<file path="config.mk">
export PLATFORM = sky130hd
export DESIGN_NAME = fpd_power_ctl
export DESIGN_NICKNAME = d
export VERILOG_FILES = /design/src/rtl/fpd_idle_timer.v /design/src/rtl/fpd_power_ctl.v
export VERILOG_INCLUDE_DIRS = /design/src /design/src/rtl
export SDC_FILE = /design/constraint.sdc
export NUM_CORES = 1
export LEC_CHECK = 0
export BUFFER_PORTS_ARGS = -buffer_cell sky130_fd_sc_hd__buf_2
export CORE_MARGIN = 2
export CORE_UTILIZATION = 53
export DETAILED_ROUTE_END_ITERATION = 16
export PLACE_DENSITY = 0.95
export SLEW_MARGIN = 25
export SYNTH_ARGS = -nofsm -noshare
export SYNTH_HDL_FRONTEND = slang
export SYNTH_SLANG_ARGS = --single-unit
export TNS_END_PERCENT = 50
</file>
<file path="constraint.sdc">
create_clock -name ref_clk -period 6.49 [get_ports ref_clk]
set_input_delay 1.298 -clock ref_clk [delete_from_list [all_inputs] [get_ports ref_clk]]
set_output_delay 1.298 -clock ref_clk [all_outputs]
set_load 0.005 [all_outputs]
</file>
<file path="src/rtl/fpd_map.vh">
// Constants for the floppy controller power sequencer
//
// How it works
// - Config zero bit 3 forces direct powerdown
// - Config seven bit 7 enables auto powerdown
// - Idle timer starts when auto mode enables
// - Status or data access reloads idle timer
// - Auto entry needs motors off, idle, unload, timeout
// - Clearing auto enable cancels timer and entry
// - Rate-select powerdown overrides auto; auto resumes after
// - Hardware or software reset wakes, runs reset
// - Motor enable write wakes from auto powerdown; control read does not
// - Status read or data access wakes from auto powerdown
// - Access wake keeps all state intact
// - Any wake restarts 10 ms idle timer
// - Registers stay readable and writable while down
// - Reset bit writes wake; other bits besides motor bits do not
// - Other listed accesses leave power state alone
// - Motor, select and write pins disabled, host pins kept active
// - Interrupt and DMA request held low while down
// - Power-good pin gives chip-level hardware powerdown
// - Motor, select, write pins float; others stay active
`ifndef FPD_MAP_VH
`define FPD_MAP_VH

// ****************************************************
// Register offsets
// ****************************************************
`define FPD_OFS_STATUS_A 3'h0
`define FPD_OFS_STATUS_B 3'h1
`define FPD_OFS_DIG_OUT 3'h2
`define FPD_OFS_RATE_MAIN 3'h4
`define FPD_OFS_FIFO 3'h5
`define FPD_OFS_DIN_CCR 3'h7

// ****************************************************
// Field positions
// ****************************************************
`define FPD_CR0_PWR_BIT 3
`define FPD_CR7_AUTO_BIT 7
`define FPD_DOR_MOTOR_HI 7
`define FPD_DOR_MOTOR_LO 4
`define FPD_DOR_RESET_N_BIT 2
`define FPD_DOR_SEL_HI 1
`define FPD_DOR_SEL_LO 0
`define FPD_DSR_RESET_BIT 7
`define FPD_DSR_PD_BIT 6
`define FPD_RATE_HI 1
`define FPD_RATE_LO 0

// ****************************************************
// Values and timing
// ****************************************************
`define FPD_MSR_IDLE 8'h80
`define FPD_DOR_RESET_VAL 8'h04
`define FPD_RATE_RESET_VAL 2'h0
`define FPD_BYTE_ZERO 8'h00
`define FPD_IDLE_MS 10
`define FPD_CLK_KHZ 250000
`define FPD_TMR_W 22
// Ten milliseconds of a 250 MHz clock, sized to the timer width
`define FPD_IDLE_CYCLES 22'h2625a0

`endif

</file>
<file path="src/rtl/fpd_idle_timer.v">
// Down-counting idle timer for auto powerdown
`timescale 1ns/1ps
`include "fpd_map.vh"
module fpd_idle_timer #(
  parameter [21:0] LOAD_VAL = `FPD_IDLE_CYCLES
) (
  // Clock and reset
  input wire ref_clk,
  input wire rst,
  // Control
  input wire run,
  input wire reload,
  // Status
  output reg expired_reg
);

  reg [21:0] cnt_reg;
  reg [21:0] cnt_next;

  // Held at full count while stopped, so a fresh start always waits the full interval
  always @*
  begin
    cnt_next = cnt_reg;
    if (!run || reload)
      cnt_next = LOAD_VAL;
    else if (cnt_reg != 22'h000000)
      cnt_next = cnt_reg - 22'h000001;
  end

  // Counter and expiry flag
  always @(posedge ref_clk or posedge rst)
  begin
    if (rst)
    begin
      cnt_reg <= 22'h000000;
      expired_reg <= 1'b0;
    end
    else
    begin
      cnt_reg <= cnt_next;
      expired_reg <= run && !reload && (cnt_next == 22'h000000);
    end
  end

endmodule // fpd_idle_timer

</file>
<file path="src/rtl/fpd_power_ctl.v">
// Floppy controller power sequencer: host registers, wake logic, pin gating
`timescale 1ns/1ps
`include "fpd_map.vh"
module fpd_power_ctl #(
  parameter [21:0] IDLE_CYCLES = `FPD_IDLE_CYCLES
) (
  // Clock and reset
  input wire ref_clk,
  input wire rst,
  // Host register port
  input wire [2:0] host_addr,
  input wire host_rd_stb,
  input wire host_wr_stb,
  input wire [7:0] host_wdata,
  output reg [7:0] host_rdata,
  // Configuration and chip power
  input wire [7:0] config_reg_zero,
  input wire [7:0] config_reg_seven,
  input wire power_good_in,
  // Controller core status
  input wire [7:0] status_a_in,
  input wire [7:0] status_b_in,
  input wire [7:0] main_status_in,
  input wire [7:0] fifo_rdata_in,
  input wire [7:0] digital_input_in,
  input wire core_irq_in,
  input wire core_dma_req_in,
  input wire head_unload_done_in,
  // Controller core drive-side requests
  input wire core_write_data_in,
  input wire core_write_enable_in,
  input wire core_direction_in,
  input wire core_step_in,
  input wire core_head_sel_in,
  input wire core_density_in,
  // Controller core control
  output reg core_soft_reset,
  output reg fifo_rd_stb,
  output reg fifo_wr_stb,
  output reg [7:0] fifo_wdata,
  output reg powered_down,
  // Host-side outputs
  output reg floppy_irq_out,
  output reg floppy_dma_req_out,
  // Drive-side outputs
  output reg [3:0] motor_enable_out,
  output reg [3:0] motor_enable_oe,
  output reg [3:0] drive_select_out,
  output reg [3:0] drive_select_oe,
  output reg write_data_out,
  output reg write_data_oe,
  output reg write_enable_out,
  output reg write_enable_oe,
  output reg direction_out,
  output reg step_out,
  output reg head_sel_out,
  output reg density_out,
  output reg [1:0] data_rate_out
);

  // ****************************************************
  // Decode helpers
  // ****************************************************

  // Address match used by every strobe decode below
  function hit;
    input [2:0] addr;
    input [2:0] ofs;
    begin
      hit = (addr == ofs);
    end
  endfunction

  // Motor field test, shared by the wake decode and the idle test
  function any_motor;
    input [7:0] ctl;
    begin
      any_motor = |ctl[`FPD_DOR_MOTOR_HI:`FPD_DOR_MOTOR_LO];
    end
  endfunction

  // Drive select match for one lane; only the low lane bits take part
  function sel_match;
    input [1:0] sel;
    input integer lane;
    begin
      sel_match = (sel == lane[1:0]);
    end
  endfunction

  // ****************************************************
  // State
  // ****************************************************
  // Stored register and power state
  reg [7:0] dor_reg;
  reg [1:0] rate_reg;
  reg dsr_pd_reg;
  reg auto_pd_reg;
  reg auto_en_d_reg;

  // Next values
  reg [7:0] dor_next;
  reg [1:0] rate_next;
  reg dsr_pd_next;
  reg auto_pd_next;
  reg [7:0] rdata_next;

  // Decoded strobes and conditions
  wire auto_en;
  wire direct_pd;
  wire wr_dor;
  wire wr_dsr;
  wire wr_ccr;
  wire rd_msr;
  wire rd_fifo;
  wire wr_fifo;
  wire acc_fifo;
  wire motor_wake;
  wire dor_reset;
  wire dsr_reset;
  wire dsr_pd_req;
  wire soft_reset;
  wire access_wake;
  wire any_wake;
  wire idle_cond;
  wire tmr_reload;
  wire tmr_expired;
  wire pd_any;

  // ****************************************************
  // Access decode
  // ****************************************************

  // Enables from the configuration registers
  assign direct_pd = config_reg_zero[`FPD_CR0_PWR_BIT];
  assign auto_en = config_reg_seven[`FPD_CR7_AUTO_BIT];

  // Host strobes by offset; offset 4 is rate select on write, main status on read
  assign wr_dor = host_wr_stb && hit(host_addr, `FPD_OFS_DIG_OUT);
  assign wr_dsr = host_wr_stb && hit(host_addr, `FPD_OFS_RATE_MAIN);
  assign wr_ccr = host_wr_stb && hit(host_addr, `FPD_OFS_DIN_CCR);
  assign rd_msr = host_rd_stb && hit(host_addr, `FPD_OFS_RATE_MAIN);
  assign rd_fifo = host_rd_stb && hit(host_addr, `FPD_OFS_FIFO);
  assign wr_fifo = host_wr_stb && hit(host_addr, `FPD_OFS_FIFO);
  assign acc_fifo = rd_fifo || wr_fifo;

  // Motor wake only when a written motor bit is one; reads of the control register never wake
  assign motor_wake = wr_dor && any_motor(host_wdata);

  // Software reset through either reset bit; of the other bits of these writes only the motor bits wake
  assign dor_reset = wr_dor && !host_wdata[`FPD_DOR_RESET_N_BIT];
  assign dsr_reset = wr_dsr && host_wdata[`FPD_DSR_RESET_BIT];
  assign soft_reset = dor_reset || dsr_reset;

  // Rate-select powerdown request; a reset in the same write cancels it
  assign dsr_pd_req = wr_dsr && host_wdata[`FPD_DSR_PD_BIT];

  // Only these accesses leave the sleeping state; all others are ignored here
  assign access_wake = motor_wake || rd_msr || acc_fifo;
  assign any_wake = access_wake || soft_reset;

  // Idle controller: motors off, status idle, no interrupt, head unloaded
  assign idle_cond = !any_motor(dor_reg)
    && (main_status_in == `FPD_MSR_IDLE) && !core_irq_in
    && head_unload_done_in;

  // Timer restarts on enable edge, on status or data traffic and on any wake
  assign tmr_reload = (auto_en && !auto_en_d_reg) || rd_msr || acc_fifo
    || any_wake;

  // Every source of powerdown, including the chip-level power-good pin
  assign pd_any = direct_pd || dsr_pd_reg || auto_pd_reg || !power_good_in;

  // ****************************************************
  // Idle timer
  // ****************************************************

  // Interval in cycles comes from the parameter, so simulation can shorten it
  fpd_idle_timer #(
    .LOAD_VAL(IDLE_CYCLES)
  ) u_idle_timer (
    .ref_clk(ref_clk),
    .rst(rst),
    .run(auto_en),
    .reload(tmr_reload),
    .expired_reg(tmr_expired)
  );

  // ****************************************************
  // Register and power state next values
  // ****************************************************

  // Writes are retained in any power state; wake by access changes no stored value
  always @*
  begin
    dor_next = dor_reg;
    rate_next = rate_reg;
    dsr_pd_next = dsr_pd_reg;
    auto_pd_next = auto_pd_reg;
    if (wr_dor)
      dor_next = host_wdata;
    if (wr_dsr)
      rate_next = host_wdata[`FPD_RATE_HI:`FPD_RATE_LO];
    if (wr_ccr)
      rate_next = host_wdata[`FPD_RATE_HI:`FPD_RATE_LO];
    // Rate-select powerdown only ends on a software reset or a hardware reset
    if (dsr_pd_req)
      dsr_pd_next = 1'b1;
    if (soft_reset)
    begin
      dsr_pd_next = 1'b0;
      rate_next = `FPD_RATE_RESET_VAL;
    end
    // Auto entry is held off while rate-select powerdown owns the controller
    if (auto_en && idle_cond && tmr_expired && !dsr_pd_reg && !tmr_reload)
      auto_pd_next = 1'b1;
    // Wake wins over entry in the same cycle; nothing else is touched
    if (any_wake || !auto_en || dsr_pd_reg)
      auto_pd_next = 1'b0;
  end

  // Read data mux; true contents are returned whatever the power state
  always @*
  begin
    case (host_addr)
      `FPD_OFS_STATUS_A: rdata_next = status_a_in;
      `FPD_OFS_STATUS_B: rdata_next = status_b_in;
      `FPD_OFS_DIG_OUT: rdata_next = dor_reg;
      `FPD_OFS_RATE_MAIN: rdata_next = main_status_in;
      `FPD_OFS_FIFO: rdata_next = fifo_rdata_in;
      `FPD_OFS_DIN_CCR: rdata_next = digital_input_in;
      default: rdata_next = `FPD_BYTE_ZERO;
    endcase
  end

  // ****************************************************
  // Clocked state
  // ****************************************************

  // Hardware reset returns every register to its reset value and wakes the block
  always @(posedge ref_clk or posedge rst)
  begin
    if (rst)
    begin
      dor_reg <= `FPD_DOR_RESET_VAL;
      rate_reg <= `FPD_RATE_RESET_VAL;
      dsr_pd_reg <= 1'b0;
      auto_pd_reg <= 1'b0;
      auto_en_d_reg <= 1'b0;
    end
    else
    begin
      dor_reg <= dor_next;
      rate_reg <= rate_next;
      dsr_pd_reg <= dsr_pd_next;
      auto_pd_reg <= auto_pd_next;
      auto_en_d_reg <= auto_en;
    end
  end

  // Host-side outputs stay live so waking accesses still get answers
  always @(posedge ref_clk or posedge rst)
  begin
    if (rst)
    begin
      host_rdata <= `FPD_BYTE_ZERO;
      core_soft_reset <= 1'b0;
      fifo_rd_stb <= 1'b0;
      fifo_wr_stb <= 1'b0;
      fifo_wdata <= `FPD_BYTE_ZERO;
      powered_down <= 1'b0;
      floppy_irq_out <= 1'b0;
      floppy_dma_req_out <= 1'b0;
    end
    else
    begin
      host_rdata <= rdata_next;
      core_soft_reset <= soft_reset;
      fifo_rd_stb <= rd_fifo;
      fifo_wr_stb <= wr_fifo;
      fifo_wdata <= host_wdata;
      powered_down <= pd_any;
      // Held low while down so a stale request cannot reach the host
      floppy_irq_out <= core_irq_in && !pd_any;
      floppy_dma_req_out <= core_dma_req_in && !pd_any;
    end
  end

  // ****************************************************
  // Drive-side pins
  // ****************************************************

  // Floating pins draw no current from a drive powered beyond our rails
  genvar i;
  generate
    for (i = 0; i < 4; i = i + 1)
    begin : g_drive
      always @(posedge ref_clk or posedge rst)
      begin
        if (rst)
        begin
          motor_enable_out[i] <= 1'b0;
          motor_enable_oe[i] <= 1'b0;
          drive_select_out[i] <= 1'b0;
          drive_select_oe[i] <= 1'b0;
        end
        else
        begin
          motor_enable_out[i] <= dor_reg[`FPD_DOR_MOTOR_LO + i];
          motor_enable_oe[i] <= !pd_any;
          drive_select_out[i] <= sel_match(dor_reg[`FPD_DOR_SEL_HI:`FPD_DOR_SEL_LO], i);
          drive_select_oe[i] <= !pd_any;
        end
      end
    end
  endgenerate

  // Write path floats while down; positioning and rate pins stay driven
  always @(posedge ref_clk or posedge rst)
  begin
    if (rst)
    begin
      write_data_out <= 1'b0;
      write_data_oe <= 1'b0;
      write_enable_out <= 1'b0;
      write_enable_oe <= 1'b0;
      direction_out <= 1'b0;
      step_out <= 1'b0;
      head_sel_out <= 1'b0;
      density_out <= 1'b0;
      data_rate_out <= `FPD_RATE_RESET_VAL;
    end
    else
    begin
      write_data_out <= core_write_data_in;
      write_data_oe <= !pd_any;
      write_enable_out <= core_write_enable_in;
      write_enable_oe <= !pd_any;
      direction_out <= core_direction_in;
      step_out <= core_step_in;
      head_sel_out <= core_head_sel_in;
      density_out <= core_density_in;
      data_rate_out <= rate_reg;
    end
  end

endmodule // fpd_power_ctl

</file>
==> metrics.yaml <==
slowest_stage: "or4_1"
synth_most_common_cell: "dfrtp_1"
die_w_um: 84.2
reg2reg_from: "u_idle_timer.cnt_reg[1]"
synth_cells: 297
area_growth_pct: 23.3
diodes: 0
syn_area_um2: 3410
reg2regPathDepth: 9
dr_total_vias: 2801
io_pins: 129
drv_cap: 0
grt-ovfl-total: 0
final-hold-violation-count: 0
drc: 0
drive_above_1_share: 0.401
clk-insertion-delay-late_ps: 350
worstPathRequired_ps: 6740
cts_root_buf: "clkbuf_8"
fin_crit_sh: 0.558
outcome: "completed"
first_global_vias: 2837
r2r-end: "u_idle_timer.expired_reg"
cp_cell_sequence: "buf_2 -> nor2b_1 -> a221o_1 -> nor2_1 -> and2_1 -> o21ai_1 -> or4_1 -> nor4_2"
largest_register_ffs: 22
rsz0062_at_grt: "no"
synth_seq_cells: 75
crit_end: "u_idle_timer.expired_reg"
clockBufferDepth: 2
synth_top_area_share: 0.543
synth_cell_type_count: 58
synthTopCellsByCount: "dfrtp_1, nor2_1, nand2_1"
cp.arrival_ps: 3870
synth_area_per_cell_um2: 11.5
synth.yosys.warnings: 0
path_max_fanout: 31
path_clk_slew_ps: 80
cts_buffers: 9
slew_violations: 0
gp_congestion: 0.916
worstSetupPathType: "input pin to flop"
ir_drop_mv: 0.169
synth_edf_count: 0
power_density_nw_per_um2: 259
drtAntennaViolNets: 0
fin_crit_ps: 3620
p_leak_uw: 0.00199
yosys.area.top_type: "dfrtp_1"
row_count: 29
post_drt_wl_per_cell_um: 17.6
fin_util: 0.670
setup_viol: 0
dieArea_um2: 7100
synthTopCellsByArea: "dfrtp_1, mux2_2, mux2i_1"
tightest_slew_ps: 867
dp_hpwl_um: 6300
drt_iter0_drc: 180
cts_tree: "built"
startpoint_type: "input pin"
timing.fmax_mhz: 276
start_util: 0.544
die_h_um: 84.2
post_cts_buffers: 0
fin_skew_ps: 10.6
power_uw: 1090
grt_pass1_wl_um: 13900
post_cts_resized: 0
synth_top_flop_cell: "dfrtp_1"
syn-num-nets: 379
coreArea_um2: 6280
ctsHoldBuffers: 0
critPathLaunch: "host_addr[1]"
via_per_inst: 5.76
seq_area_frac_synth: 0.550
antenna_found_initial: 0
grt_usage: 0.254
async_flop_share: 1.00
htreeDepth: 3
fin_setup_tns_ps: 0
portBuffers: 114
first_pass_iters: 4
max_slew_margin: 0.414
nNetsFinal: 486
routed_wl_um: 8560
min_path_type: "flop to flop"
grt_max_degree: 49
slowest_delay_ps: 540
clock-sinks: 75
cp-end-kind: "flop"
reg2reg_setup_slack_ps: 2940
[critical path, delay by kind of cell]
kind | cells | cell delay [ps]
AND/OR/NAND/NOR | 5 | 1520
AO/OA/AOI/OAI | 2 | 530
buffers and inverters | 1 | 520
[metrics by stage]
step | hold WS, ps | cells | worst slack (ps) | instance area, um2
after detailed placement | 362 | 470 | 2530 | 3980
after global routing | 394 | 486 | 2710 | 4210
after floorplan | 353 | 297 | 2900 | 3410
final | 381 | 486 | 2870 | 4210
after global placement | 360 | 470 | 2580 | 3980
after CTS | 385 | 486 | 2900 | 4210
[metal layers]
layer	track usage	share of wire	up-vias
li1	-	-	1281
met3	0.0590	0.066	24
met2	0.426	0.52	124
met4	0.129	0.028	0
met1	0.306	0.38	1372
met5	0	0	-
[kinds of logic after synthesis]
family,after synthesis,share of synthesized area
buffers and inverters,27,0.0418
and+or+nand+nor,108,0.183
adders and majority gates,1,0.00367
muxes,28,0.0880
xor gates and xnor gates,13,0.0334
AOI/OAI and AO/OA,45,0.100
DFF,75,0.550
[layout by cell type (no fill, tap or decap), types with 5 or more instances in the layout]
cell        n
o221ai_1    5
a21oi_1    11
buf_2     114
xnor2_1     9
dfrtp_1    74
nor4_1      8
a22oi_1     5
or3_1       5
inv_1       6
mux2i_1    12
nor3_1      9
nand2_1    18
nor2_1     28
mux2_2     16
clkbuf_8    9
[worst min-delay path by stage]
stage,startpoint,end,cells past startpoint
2_1_floorplan,rate_reg[0],data_rate_out[0],0
4_1_cts,rate_reg[0],data_rate_out[0],0
3_3_place_gp,rate_reg[1],data_rate_out[1],0
5_1_grt,rate_reg[0],data_rate_out[0],0
6_report,rate_reg[0],data_rate_out[0],0
3_5_place_dp,rate_reg[0],data_rate_out[0],0
[layout make-up]
cell class | instances | area, um2
Fill cell | 459 | 2070
Sequential cell | 75 | 1880
Multi-Input combinational cell | 195 | 1400
Timing Repair Buffer | 116 | 586
Clock buffer | 9 | 124
Clock inverter | 7 | 98.8
Tap cell | 77 | 96.3
Inverter | 7 | 26.3
[power breakdown]
part	switching, uW	internal [uW]	total (uW)
clock network	183	219	402
logic	77.2	75.0	152
registers	25.5	511	537
No activity file was read; power rests on OpenSTA's default activity.
